File: config.mk
export PLATFORM = sky130hd
export DESIGN_NAME = pmt8_top
export DESIGN_NICKNAME = d
export VERILOG_FILES = /design/src/shared/pmt8_pkg.sv /design/src/rtl/pmt8_top.sv
export SDC_FILE = /design/constraint.sdc
export NUM_CORES = 1
export LEC_CHECK = 0
export ABC_AREA = 1
export BUFFER_PORTS_ARGS = -buffer_cell sky130_fd_sc_hd__buf_2
export CAP_MARGIN = 15
export CORE_MARGIN = 2
export CORE_UTILIZATION = 59
export DETAILED_ROUTE_END_ITERATION = 16
export GPL_ROUTABILITY_DRIVEN = 0
export PLACE_DENSITY = 0.81
export RECOVER_POWER = 100
export SYNTH_ARGS = -nofsm -noshare
export SYNTH_HDL_FRONTEND = slang
export SYNTH_SLANG_ARGS = --single-unit
File: constraint.sdc
create_clock -name clk_i -period 1.8 [get_ports clk_i]
set_input_delay 0.18 -clock clk_i [delete_from_list [all_inputs] [get_ports clk_i]]
set_output_delay 0.18 -clock clk_i [all_outputs]
set_load 0.1 [all_outputs]
File: src/shared/pmt8_pkg.sv
// Package with register map, field layout and constants of the period match timer block.
package pmt8_pkg;
    // =========================================================================
    // Register map
    // =========================================================================
    localparam int unsigned PMT8_NUM_TIMERS = 3;
    localparam logic [7:0] PMT8_STRIDE = 8'h10;
    localparam logic [7:0] PMT8_OFF_COUNT = 8'h00;
    localparam logic [7:0] PMT8_OFF_PERIOD = 8'h04;
    localparam logic [7:0] PMT8_OFF_CTRL = 8'h08;
    localparam logic [7:0] PMT8_OFF_IRQ_STATUS = 8'h30;
    localparam logic [7:0] PMT8_OFF_IRQ_ENABLE = 8'h34;
    localparam logic [7:0] PMT8_OFF_IRQ_CLEAR = 8'h38;
    localparam logic [7:0] PMT8_OFF_CORE_CTRL = 8'h3c;
    // =========================================================================
    // Fields and reset values
    // =========================================================================
    localparam int unsigned PMT8_CKPS_LSB = 0;
    localparam int unsigned PMT8_ON_BIT = 2;
    localparam int unsigned PMT8_OUTPS_LSB = 3;
    localparam int unsigned PMT8_SLEEP_BIT = 0;
    localparam logic [7:0] PMT8_COUNT_RST = 8'h00;
    localparam logic [7:0] PMT8_PERIOD_RST = 8'hff;
    localparam logic [6:0] PMT8_CTRL_RST = 7'h00;
    localparam int unsigned PMT8_INSTR_DIV = 4;
    typedef enum logic [1:0] {
        PMT8_PS_1 = 2'b00,
        PMT8_PS_4 = 2'b01,
        PMT8_PS_16 = 2'b10,
        PMT8_PS_64 = 2'b11
    } pmt8_ps_t;
    typedef struct packed {
        logic [3:0] postscale_select;
        logic timer_on_bit;
        logic [1:0] prescale_select;
    } pmt8_ctrl_t;
endpackage : pmt8_pkg

File: src/rtl/pmt8_top.sv
// Three period match timers behind a classic Wishbone register slave.
//
// Added by the designer: the register offsets and the Wishbone interface to the registers.
`timescale 1ns/10ps
module pmt8_top (
    input wire logic clk_i,
    input wire logic rst_i,
    input wire logic ce_i,
    input wire logic wb_cyc_i,
    input wire logic wb_stb_i,
    input wire logic wb_we_i,
    input wire logic [7:0] wb_adr_i,
    input wire logic [3:0] wb_sel_i,
    input wire logic [31:0] wb_dat_i,
    output logic [31:0] wb_dat_o,
    output logic wb_ack_o,
    output logic irq_o,
    output logic [2:0] match_o,
    output logic shift_clk_o
);
    // =========================================================================
    // Bus decode
    // =========================================================================
    logic ack_r;
    logic [31:0] rdata_r;
    logic [31:0] rdata_nxt;
    logic [2:0] status_r;
    logic [2:0] enable_r;
    logic sleep_r;
    logic [1:0] instr_div_r;
    logic [2:0] done_w;
    logic [7:0] cnt_w [3];
    logic [7:0] per_w [3];
    logic [6:0] ctl_w [3];
    // The ack is registered, so an access takes two cycles but read data comes from flops.
    wire req_w = wb_cyc_i & wb_stb_i & ~ack_r;
    // Every register lives in bits 7:0, so a write without the low byte lane is dropped.
    wire wr_w = req_w & wb_we_i & wb_sel_i[0];
    wire [3:0] slot_w = wb_adr_i[7:4];
    wire [3:0] reg_w = wb_adr_i[3:0];
    wire wr_stat_w = wr_w & (wb_adr_i == pmt8_pkg::PMT8_OFF_IRQ_ENABLE);
    wire wr_clr_w = wr_w & (wb_adr_i == pmt8_pkg::PMT8_OFF_IRQ_CLEAR);
    wire wr_core_w = wr_w & (wb_adr_i == pmt8_pkg::PMT8_OFF_CORE_CTRL);
    wire instr_tick_w = ce_i & ~sleep_r & (instr_div_r == 2'(pmt8_pkg::PMT8_INSTR_DIV - 1));
    // =========================================================================
    // Timer instances
    // =========================================================================
    // three identical timers
    for (genvar g = 0; g < pmt8_pkg::PMT8_NUM_TIMERS; g++) begin : g_tmr
        wire sel_w = (slot_w == 4'(g));
        pmt8_timer u_tmr (
            .clk_i(clk_i),
            .rst_i(rst_i),
            .ce_i(ce_i),
            .tick_i(instr_tick_w),
            .wr_cnt_i(wr_w & sel_w & (reg_w == pmt8_pkg::PMT8_OFF_COUNT[3:0])),
            .wr_per_i(wr_w & sel_w & (reg_w == pmt8_pkg::PMT8_OFF_PERIOD[3:0])),
            .wr_ctl_i(wr_w & sel_w & (reg_w == pmt8_pkg::PMT8_OFF_CTRL[3:0])),
            .wdata_i(wb_dat_i[7:0]),
            .count_o(cnt_w[g]),
            .period_o(per_w[g]),
            .ctrl_o(ctl_w[g]),
            .match_o(match_o[g]),
            .done_o(done_w[g])
        );
    end
    // only timer zero drives the shift clock
    assign shift_clk_o = match_o[0];
    // =========================================================================
    // Read mux and interrupt
    // =========================================================================
    // Unmapped offsets read zero, so software probing the map sees stable values.
    always_comb begin
        rdata_nxt = 32'h0000_0000;
        if (slot_w < 4'h3) begin
            case (reg_w)
                pmt8_pkg::PMT8_OFF_COUNT[3:0]: rdata_nxt = {24'h00_0000, cnt_w[slot_w[1:0]]};
                pmt8_pkg::PMT8_OFF_PERIOD[3:0]: rdata_nxt = {24'h00_0000, per_w[slot_w[1:0]]};
                pmt8_pkg::PMT8_OFF_CTRL[3:0]: rdata_nxt = {25'h000_0000, ctl_w[slot_w[1:0]]};
                default: rdata_nxt = 32'h0000_0000;
            endcase
        end else begin
            case (wb_adr_i)
                pmt8_pkg::PMT8_OFF_IRQ_STATUS: rdata_nxt = {29'h0, status_r};
                pmt8_pkg::PMT8_OFF_IRQ_ENABLE: rdata_nxt = {29'h0, enable_r};
                pmt8_pkg::PMT8_OFF_CORE_CTRL: rdata_nxt = {31'h0, sleep_r};
                default: rdata_nxt = 32'h0000_0000;
            endcase
        end
    end
    always_ff @(posedge clk_i) begin
        if (rst_i) begin
            ack_r <= 1'b0;
            rdata_r <= 32'h0000_0000;
            status_r <= 3'h0;
            enable_r <= 3'h0;
            sleep_r <= 1'b0;
            instr_div_r <= 2'h0;
        end else if (ce_i) begin
            ack_r <= req_w;
            if (req_w) begin
                rdata_r <= rdata_nxt;
            end
            status_r <= (status_r & ~(wr_clr_w ? wb_dat_i[2:0] : 3'h0)) | done_w;
            if (wr_stat_w) begin
                enable_r <= wb_dat_i[2:0];
            end
            // sleep freezes the divider and timers
            if (wr_core_w) begin
                sleep_r <= wb_dat_i[pmt8_pkg::PMT8_SLEEP_BIT];
            end
            if (!sleep_r) begin
                instr_div_r <= instr_div_r + 2'h1;
            end
        end
    end
    assign wb_ack_o = ack_r;
    assign wb_dat_o = rdata_r;
    assign irq_o = |(status_r & enable_r);
endmodule : pmt8_top

// One eight bit period match timer with prescaler and postscaler.
module pmt8_timer (
    input wire logic clk_i,
    input wire logic rst_i,
    input wire logic ce_i,
    input wire logic tick_i,
    input wire logic wr_cnt_i,
    input wire logic wr_per_i,
    input wire logic wr_ctl_i,
    input wire logic [7:0] wdata_i,
    output logic [7:0] count_o,
    output logic [7:0] period_o,
    output logic [6:0] ctrl_o,
    output logic match_o,
    output logic done_o
);
    // =========================================================================
    // Scalers and counter
    // =========================================================================
    logic [7:0] count_r;
    logic [7:0] period_r;
    pmt8_pkg::pmt8_ctrl_t ctrl_r;
    logic [5:0] pre_r;
    logic [3:0] post_r;
    logic [5:0] pre_last_w;
    always_comb begin
        case (ctrl_r.prescale_select)
            pmt8_pkg::PMT8_PS_1: pre_last_w = 6'h00;
            pmt8_pkg::PMT8_PS_4: pre_last_w = 6'h03;
            pmt8_pkg::PMT8_PS_16: pre_last_w = 6'h0f;
            pmt8_pkg::PMT8_PS_64: pre_last_w = 6'h3f;
            default: pre_last_w = 6'h00;
        endcase
    end
    wire run_w = tick_i & ctrl_r.timer_on_bit;
    wire pre_tick_w = run_w & (pre_r == pre_last_w);
    wire equal_w = (count_r == period_r);
    // Qualifying with the prescaled tick gives one pulse per period, not one per clock.
    wire match_w = pre_tick_w & equal_w;
    // field n completes after n plus one matches
    wire post_done_w = match_w & (post_r == ctrl_r.postscale_select);
    // A restart of both scalers lets a new setting run a full first period.
    wire clr_scale_w = wr_cnt_i | wr_ctl_i;
    always_ff @(posedge clk_i) begin
        // every reset source arrives on rst_i
        if (rst_i) begin
            count_r <= pmt8_pkg::PMT8_COUNT_RST;
            period_r <= pmt8_pkg::PMT8_PERIOD_RST;
            ctrl_r <= pmt8_pkg::PMT8_CTRL_RST;
            pre_r <= 6'h00;
            post_r <= 4'h0;
        end else if (ce_i) begin
            // software access to period and control
            if (wr_per_i) begin
                period_r <= wdata_i;
            end
            if (wr_ctl_i) begin
                ctrl_r <= wdata_i[6:0];
            end
            if (clr_scale_w) begin
                pre_r <= 6'h00;
                post_r <= 4'h0;
            end else if (run_w) begin
                pre_r <= pre_tick_w ? 6'h00 : pre_r + 6'h01;
                if (match_w) begin
                    post_r <= post_done_w ? 4'h0 : post_r + 4'h1;
                end
            end
            if (wr_cnt_i) begin
                count_r <= wdata_i;
            end else if (pre_tick_w) begin
                count_r <= equal_w ? 8'h00 : count_r + 8'h01;
            end
        end
    end
    assign count_o = count_r;
    assign period_o = period_r;
    assign ctrl_o = ctrl_r;
    assign match_o = match_w;
    assign done_o = post_done_w;
endmodule : pmt8_timer

==> metrics.log <==
[metrics] result of the run: complete, but fails checks
[metrics] failing checks: setup timing
[metrics] Max Clk Rate: 521 MHz
[metrics] vias per cell: ~5.7
[metrics] number of design rule violations left after detail routing: 0
[metrics] endpoint of the worst hold-timing path: g_tmr[1].u_tmr.count_o[0]$_SDFFE_PP0P_
[metrics] leading cell types by count after synthesis: sky130_fd_sc_hd__nand2_1 (314), sky130_fd_sc_hd__nor2_1 (155), sky130_fd_sc_hd__inv_1 (135)
[metrics] fraction of registers with async set or reset after synthesis: 0%
[metrics] DIE WIDTH: approximately 120 um
[metrics] count of mapped cells out of synthesis: 1152
[metrics] Leakage: between 4 and 5 nW
[metrics] starting DRC count in detailed routing: 1017
[metrics] number of H-tree branching levels: 4
[metrics] post-route clock skew: approximately 10 ps
[metrics] number of filler instances in the final layout: 837
[metrics] cell at the root of the clock tree: sky130_fd_sc_hd__clkbuf_16
[metrics] average footprint of a synthesized cell: 6.33 um2
[metrics] Placed Instance Area: 0.00799 mm2
[metrics] slew at the pin closest to its max-slew limit: 624 ps
[metrics] share of the synthesized area in the top cell type: 32.1%
[metrics] setup_tns: -598 ps
[metrics] Placement Rows: 40
[metrics] register clock-pin slew on the reported worst setup and hold paths: 60 ps
[metrics] worst-path maximum fanout: 5
[metrics] clock latency at the later pin of the worst-skew pair: roughly 430 ps
[metrics] EDFF count, synth: 0
[metrics] final hold violations: 0
[metrics] number of ports placed on the die boundary: 88
[metrics] reg-to-reg critical path startpoint: g_tmr[0].u_tmr.ctrl_o[1]$_SDFFE_PP0P_
[metrics] pin count of the biggest net entering global routing: 29
[metrics] CP most frequent cell: sky130_fd_sc_hd__nand2_1
[metrics] Max-Slew Margin vs Limit: 58.3%
[metrics] cell area after synthesis: 0.00729 mm2
[metrics] launching element type of the critical path: flop
[metrics] TritonCTS clock tree: done
[metrics] antenna viol nets, final: 0
[metrics] Multi-input gate area: 0.00446 mm2
[metrics] DR pass1 iterations: 6
[metrics] half-perimeter wire length of the detailed placement result: 14500 um
[metrics] layout cells sized above 1: roughly a quarter
[metrics] count of antenna diodes in the layout: 0
[metrics] initial antenna violation count: 0
[metrics] layout overhead on the synthesized area: 28.0%
[metrics] cell types occupying the most area after synthesis: sky130_fd_sc_hd__dfxtp_1 (32%), sky130_fd_sc_hd__nand2_1 (16%), sky130_fd_sc_hd__nor2_1 (8.0%)
[metrics] count of max-cap constraint violations: 0
[metrics] slowest library cell on the worst path: sky130_fd_sc_hd__dfxtp_4
[metrics] Register Area: ~0.0024 mm2
[metrics] Core ar.: approximately 0.012 mm2
[metrics] maximum count of clock buffers along a single path: 2
[metrics] list of cells traversed by the critical path: inv_1 > nand2_1 > nand2_1 > nor2_1 > nand2_1 > nor2_4 > nand2_2 > inv_2 > buf_12
[metrics] total of hold buffers inserted after clock tree synthesis: 0
[metrics] endpoint kind of the worst setup timing path: output port
[metrics] Clock Sinks: approximately 120
[metrics] maximum vdd ir drop: between 0.6 and 0.7 mV
[metrics] Final Slew Violations: 0
[metrics] number of port buffers: 36
[metrics] highest cell delay on the worst timing path: roughly 370 ps
[metrics] most instantiated library cell after synthesis: sky130_fd_sc_hd__nand2_1
[metrics] end of the worst register-to-register path: g_tmr[0].u_tmr.post_r[2]$_SDFFE_PP0P_
[metrics] vias in the first global route: just over 7000
[metrics] total number of vias: 8190
[metrics] cell area power density: 753 mW/mm2
[metrics] sw frac: 25.3%
[metrics] setup slack of the most critical reg-to-reg path: -100 ps
[metrics] share of power burned in the clock network: between 50% and 60%
[metrics] type of the worst min-delay path: in -> reg
[metrics] clock period minus final worst setup slack: 1920 ps
[metrics] total gr overflow: 0
[metrics] starting density of the core: 60.4%
[metrics] wire length of the first global-routing pass: 34600 um
[metrics] internal power consumption: around 5.2 mW
[metrics] combinational cell fraction of total power: 8.2%
[metrics] worst hold margin: 41.0 ps
[metrics] hold path startpoint: wb_dat_i[0]
[metrics] final critical-path share of the clock period: 107%
[metrics] final setup margin: -120 ps
[metrics] all-layer global routing usage: 33.5%
[metrics] mean routed wirelength per cell: 16.0 um
[metrics] post-synthesis register bit count: around 120
[metrics] most frequently used flop master after synthesis: sky130_fd_sc_hd__dfxtp_1
[metrics] Ys Warns: 0
[metrics] Die ar.: 0.0133 mm2
[metrics] net switching component of the power: 1.78 mW
[metrics] number of distinct library cells after synthesis: 40
[metrics] total routed wirelength: 23200 um
[metrics] Worst Hold Path Cells: 3
[metrics] total non-filler cell area in the finished layout: 0.00933 mm2
[metrics] arrival time reported for the critical path endpoint: 1740 ps
[metrics] clock buffers created by TritonCTS: 17
[metrics] cell type with the highest aggregate area in the netlist: sky130_fd_sc_hd__dfxtp_1
[metrics] cells on worst reg2reg path: 16
[metrics] die height: 115 um
[metrics] critical path class: reg -> out
[metrics] net count reported at finish: around 1300
[metrics] RSZ-0062 raised after global routing: true
[metrics] total setup violations reported at the end of the flow: 13
[metrics] Seq pwr share: 37.0%
[metrics] fraction of the yosys area taken by sequential cells: 32.1%
[metrics] CP Data Required Time: 1620 ps
[cells in the final DEF (no fill, tap or decap), types with 4 or more instances in the layout]
master | synthesis | layout
sky130_fd_sc_hd__nand2_1 | 314 | 299
sky130_fd_sc_hd__nor2_1 | 155 | 140
sky130_fd_sc_hd__inv_1 | 135 | 115
sky130_fd_sc_hd__buf_4 | 27 | 93
sky130_fd_sc_hd__dfxtp_1 | 117 | 72
sky130_fd_sc_hd__a21oi_1 | 68 | 63
sky130_fd_sc_hd__o21ai_0 | 58 | 52
sky130_fd_sc_hd__nand3_1 | 48 | 42
sky130_fd_sc_hd__dfxtp_2 | 0 | 38
sky130_fd_sc_hd__o211ai_1 | 34 | 34
sky130_fd_sc_hd__buf_2 | 6 | 32
sky130_fd_sc_hd__xor2_1 | 30 | 30
sky130_fd_sc_hd__inv_2 | 7 | 24
sky130_fd_sc_hd__conb_1 | 1 | 24
sky130_fd_sc_hd__nor2_4 | 7 | 19
sky130_fd_sc_hd__nand2_2 | 7 | 19
sky130_fd_sc_hd__nor3_1 | 24 | 17
sky130_fd_sc_hd__clkbuf_16 | 0 | 17
sky130_fd_sc_hd__o22ai_1 | 15 | 15
sky130_fd_sc_hd__nand4_1 | 11 | 11
sky130_fd_sc_hd__nor2_2 | 7 | 10
sky130_fd_sc_hd__ha_1 | 10 | 9
sky130_fd_sc_hd__clkinvlp_4 | 0 | 7
sky130_fd_sc_hd__dfxtp_4 | 0 | 7
sky130_fd_sc_hd__buf_12 | 0 | 7
sky130_fd_sc_hd__o21ai_1 | 3 | 6
sky130_fd_sc_hd__clkinv_1 | 6 | 6
sky130_fd_sc_hd__nor3_2 | 0 | 6
sky130_fd_sc_hd__o221ai_1 | 7 | 6
sky130_fd_sc_hd__xnor2_1 | 5 | 5
sky130_fd_sc_hd__a21oi_2 | 0 | 5
sky130_fd_sc_hd__bufinv_16 | 0 | 5
sky130_fd_sc_hd__a211oi_1 | 6 | 4
sky130_fd_sc_hd__nand3_2 | 0 | 4
sky130_fd_sc_hd__o21ai_2 | 3 | 4
[logic make-up (layout without fill, tap and decap cells)]
kind of cell,count (synthesis),count (layout),share of synthesized area [%]
AO/OA/AOI/OAI,200,200,16.2
XOR/XNOR,35,35,4.20
AND/OR/NAND/NOR,580,580,33.2
buffers and inverters,209,314,12.5
adder cells (fa/ha/maj),10,10,1.72
flip-flops,117,117,32.1
other,1,24,0.0514
[per-layer routing]
layer  share of wire, %  wire [um]  vias to the layer above  track usage (%)
met5                  0          0                        -                0
met3                 10       2360                       94             6.17
met1                 40       9220                     3731             43.9
li1                   -          -                     3881                -
met2                 46      10700                      484             53.3
met4                4.0        935                        0             16.1
[cell type report]
cell class	count	share of cell area, %
inverters	149	6.12
flip-flops and latches	117	25.9
clock buffers	20	5.00
multi-input cells	849	47.8
repair buffers	133	10.8
well taps	168	2.25
clock inverters	12	2.15
[critical path, delay by kind of cell, from the launching register on]
| family | cells | cell delay (ps) |
|---|---|---|
| flops | 1 | 370 |
| buf+inv | 3 | 310 |
| simple gates | 6 | 620 |
[per-stage QoR]
step	total power [mW]	std cells	worst slack, ps	util [%]
2_1_floorplan	3.10	1175	-240	-
3_3_place_gp	3.19	1380	65.5	66.2
3_5_place_dp	3.19	1380	8.54	66.2
4_1_cts	6.98	1436	-125	74.3
5_1_grt	7.15	1448	-206	77.4
6_report	7.02	1448	-120	77.4
[worst max-delay path by stage]
stage                                                start                                      to  slack [ps]  cells past startpoint
finish              g_tmr[1].u_tmr.count_o[3]$_SDFFE_PP0P_                              match_o[1]        -120                      9
global route         g_tmr[0].u_tmr.ctrl_o[1]$_SDFFE_PP0P_   g_tmr[0].u_tmr.post_r[2]$_SDFFE_PP0P_        -210                     17
CTS                                   sleep_r$_SDFFE_PP0P_                              match_o[0]        -120                      8
detailed placement                   wb_ack_o$_SDFFE_PP0P_  g_tmr[0].u_tmr.count_o[3]$_SDFFE_PP0P_           9                     10
global placement                               wb_adr_i[7]  g_tmr[2].u_tmr.count_o[5]$_SDFFE_PP0P_          70                     11
floorplan           g_tmr[0].u_tmr.count_o[4]$_SDFFE_PP0P_                              match_o[0]        -240                      8
[registers in the layout, indices dropped and copies added, names as in the netlist]
name                  count
wb_ack_o                  1
instr_div_r               2
g_tmr.u_tmr.pre_r        18
enable_r                  3
g_tmr.u_tmr.ctrl_o       21
sleep_r                   1
g_tmr.u_tmr.period_o     24
g_tmr.u_tmr.count_o      24
wb_dat_o                  8
g_tmr.u_tmr.post_r       12
status_r                  3
[repair_timing]
| item | 4_1_cts | 5_1_grt |
|---|---|---|
| pin swaps | 19 | 28 |
| setup endpoints to repair | 7 | 64 |
| setup buffers | 26 | 13 |
| resized for setup | 55 | 100 |
| endpoints found under the hold margin | 0 | 0 |
[power by group through the flow]
stage / logic [mW] / registers (mW) / clock network, mW
finish: 0.573 / 2.60 / 3.85
CTS: 0.544 / 2.60 / 3.83
floorplan: 0.415 / 2.69 / 0
global route: 0.595 / 2.60 / 3.96
global placement: 0.533 / 2.66 / 0
detailed placement: 0.534 / 2.66 / 0
(Power assumes the default switching activity.)
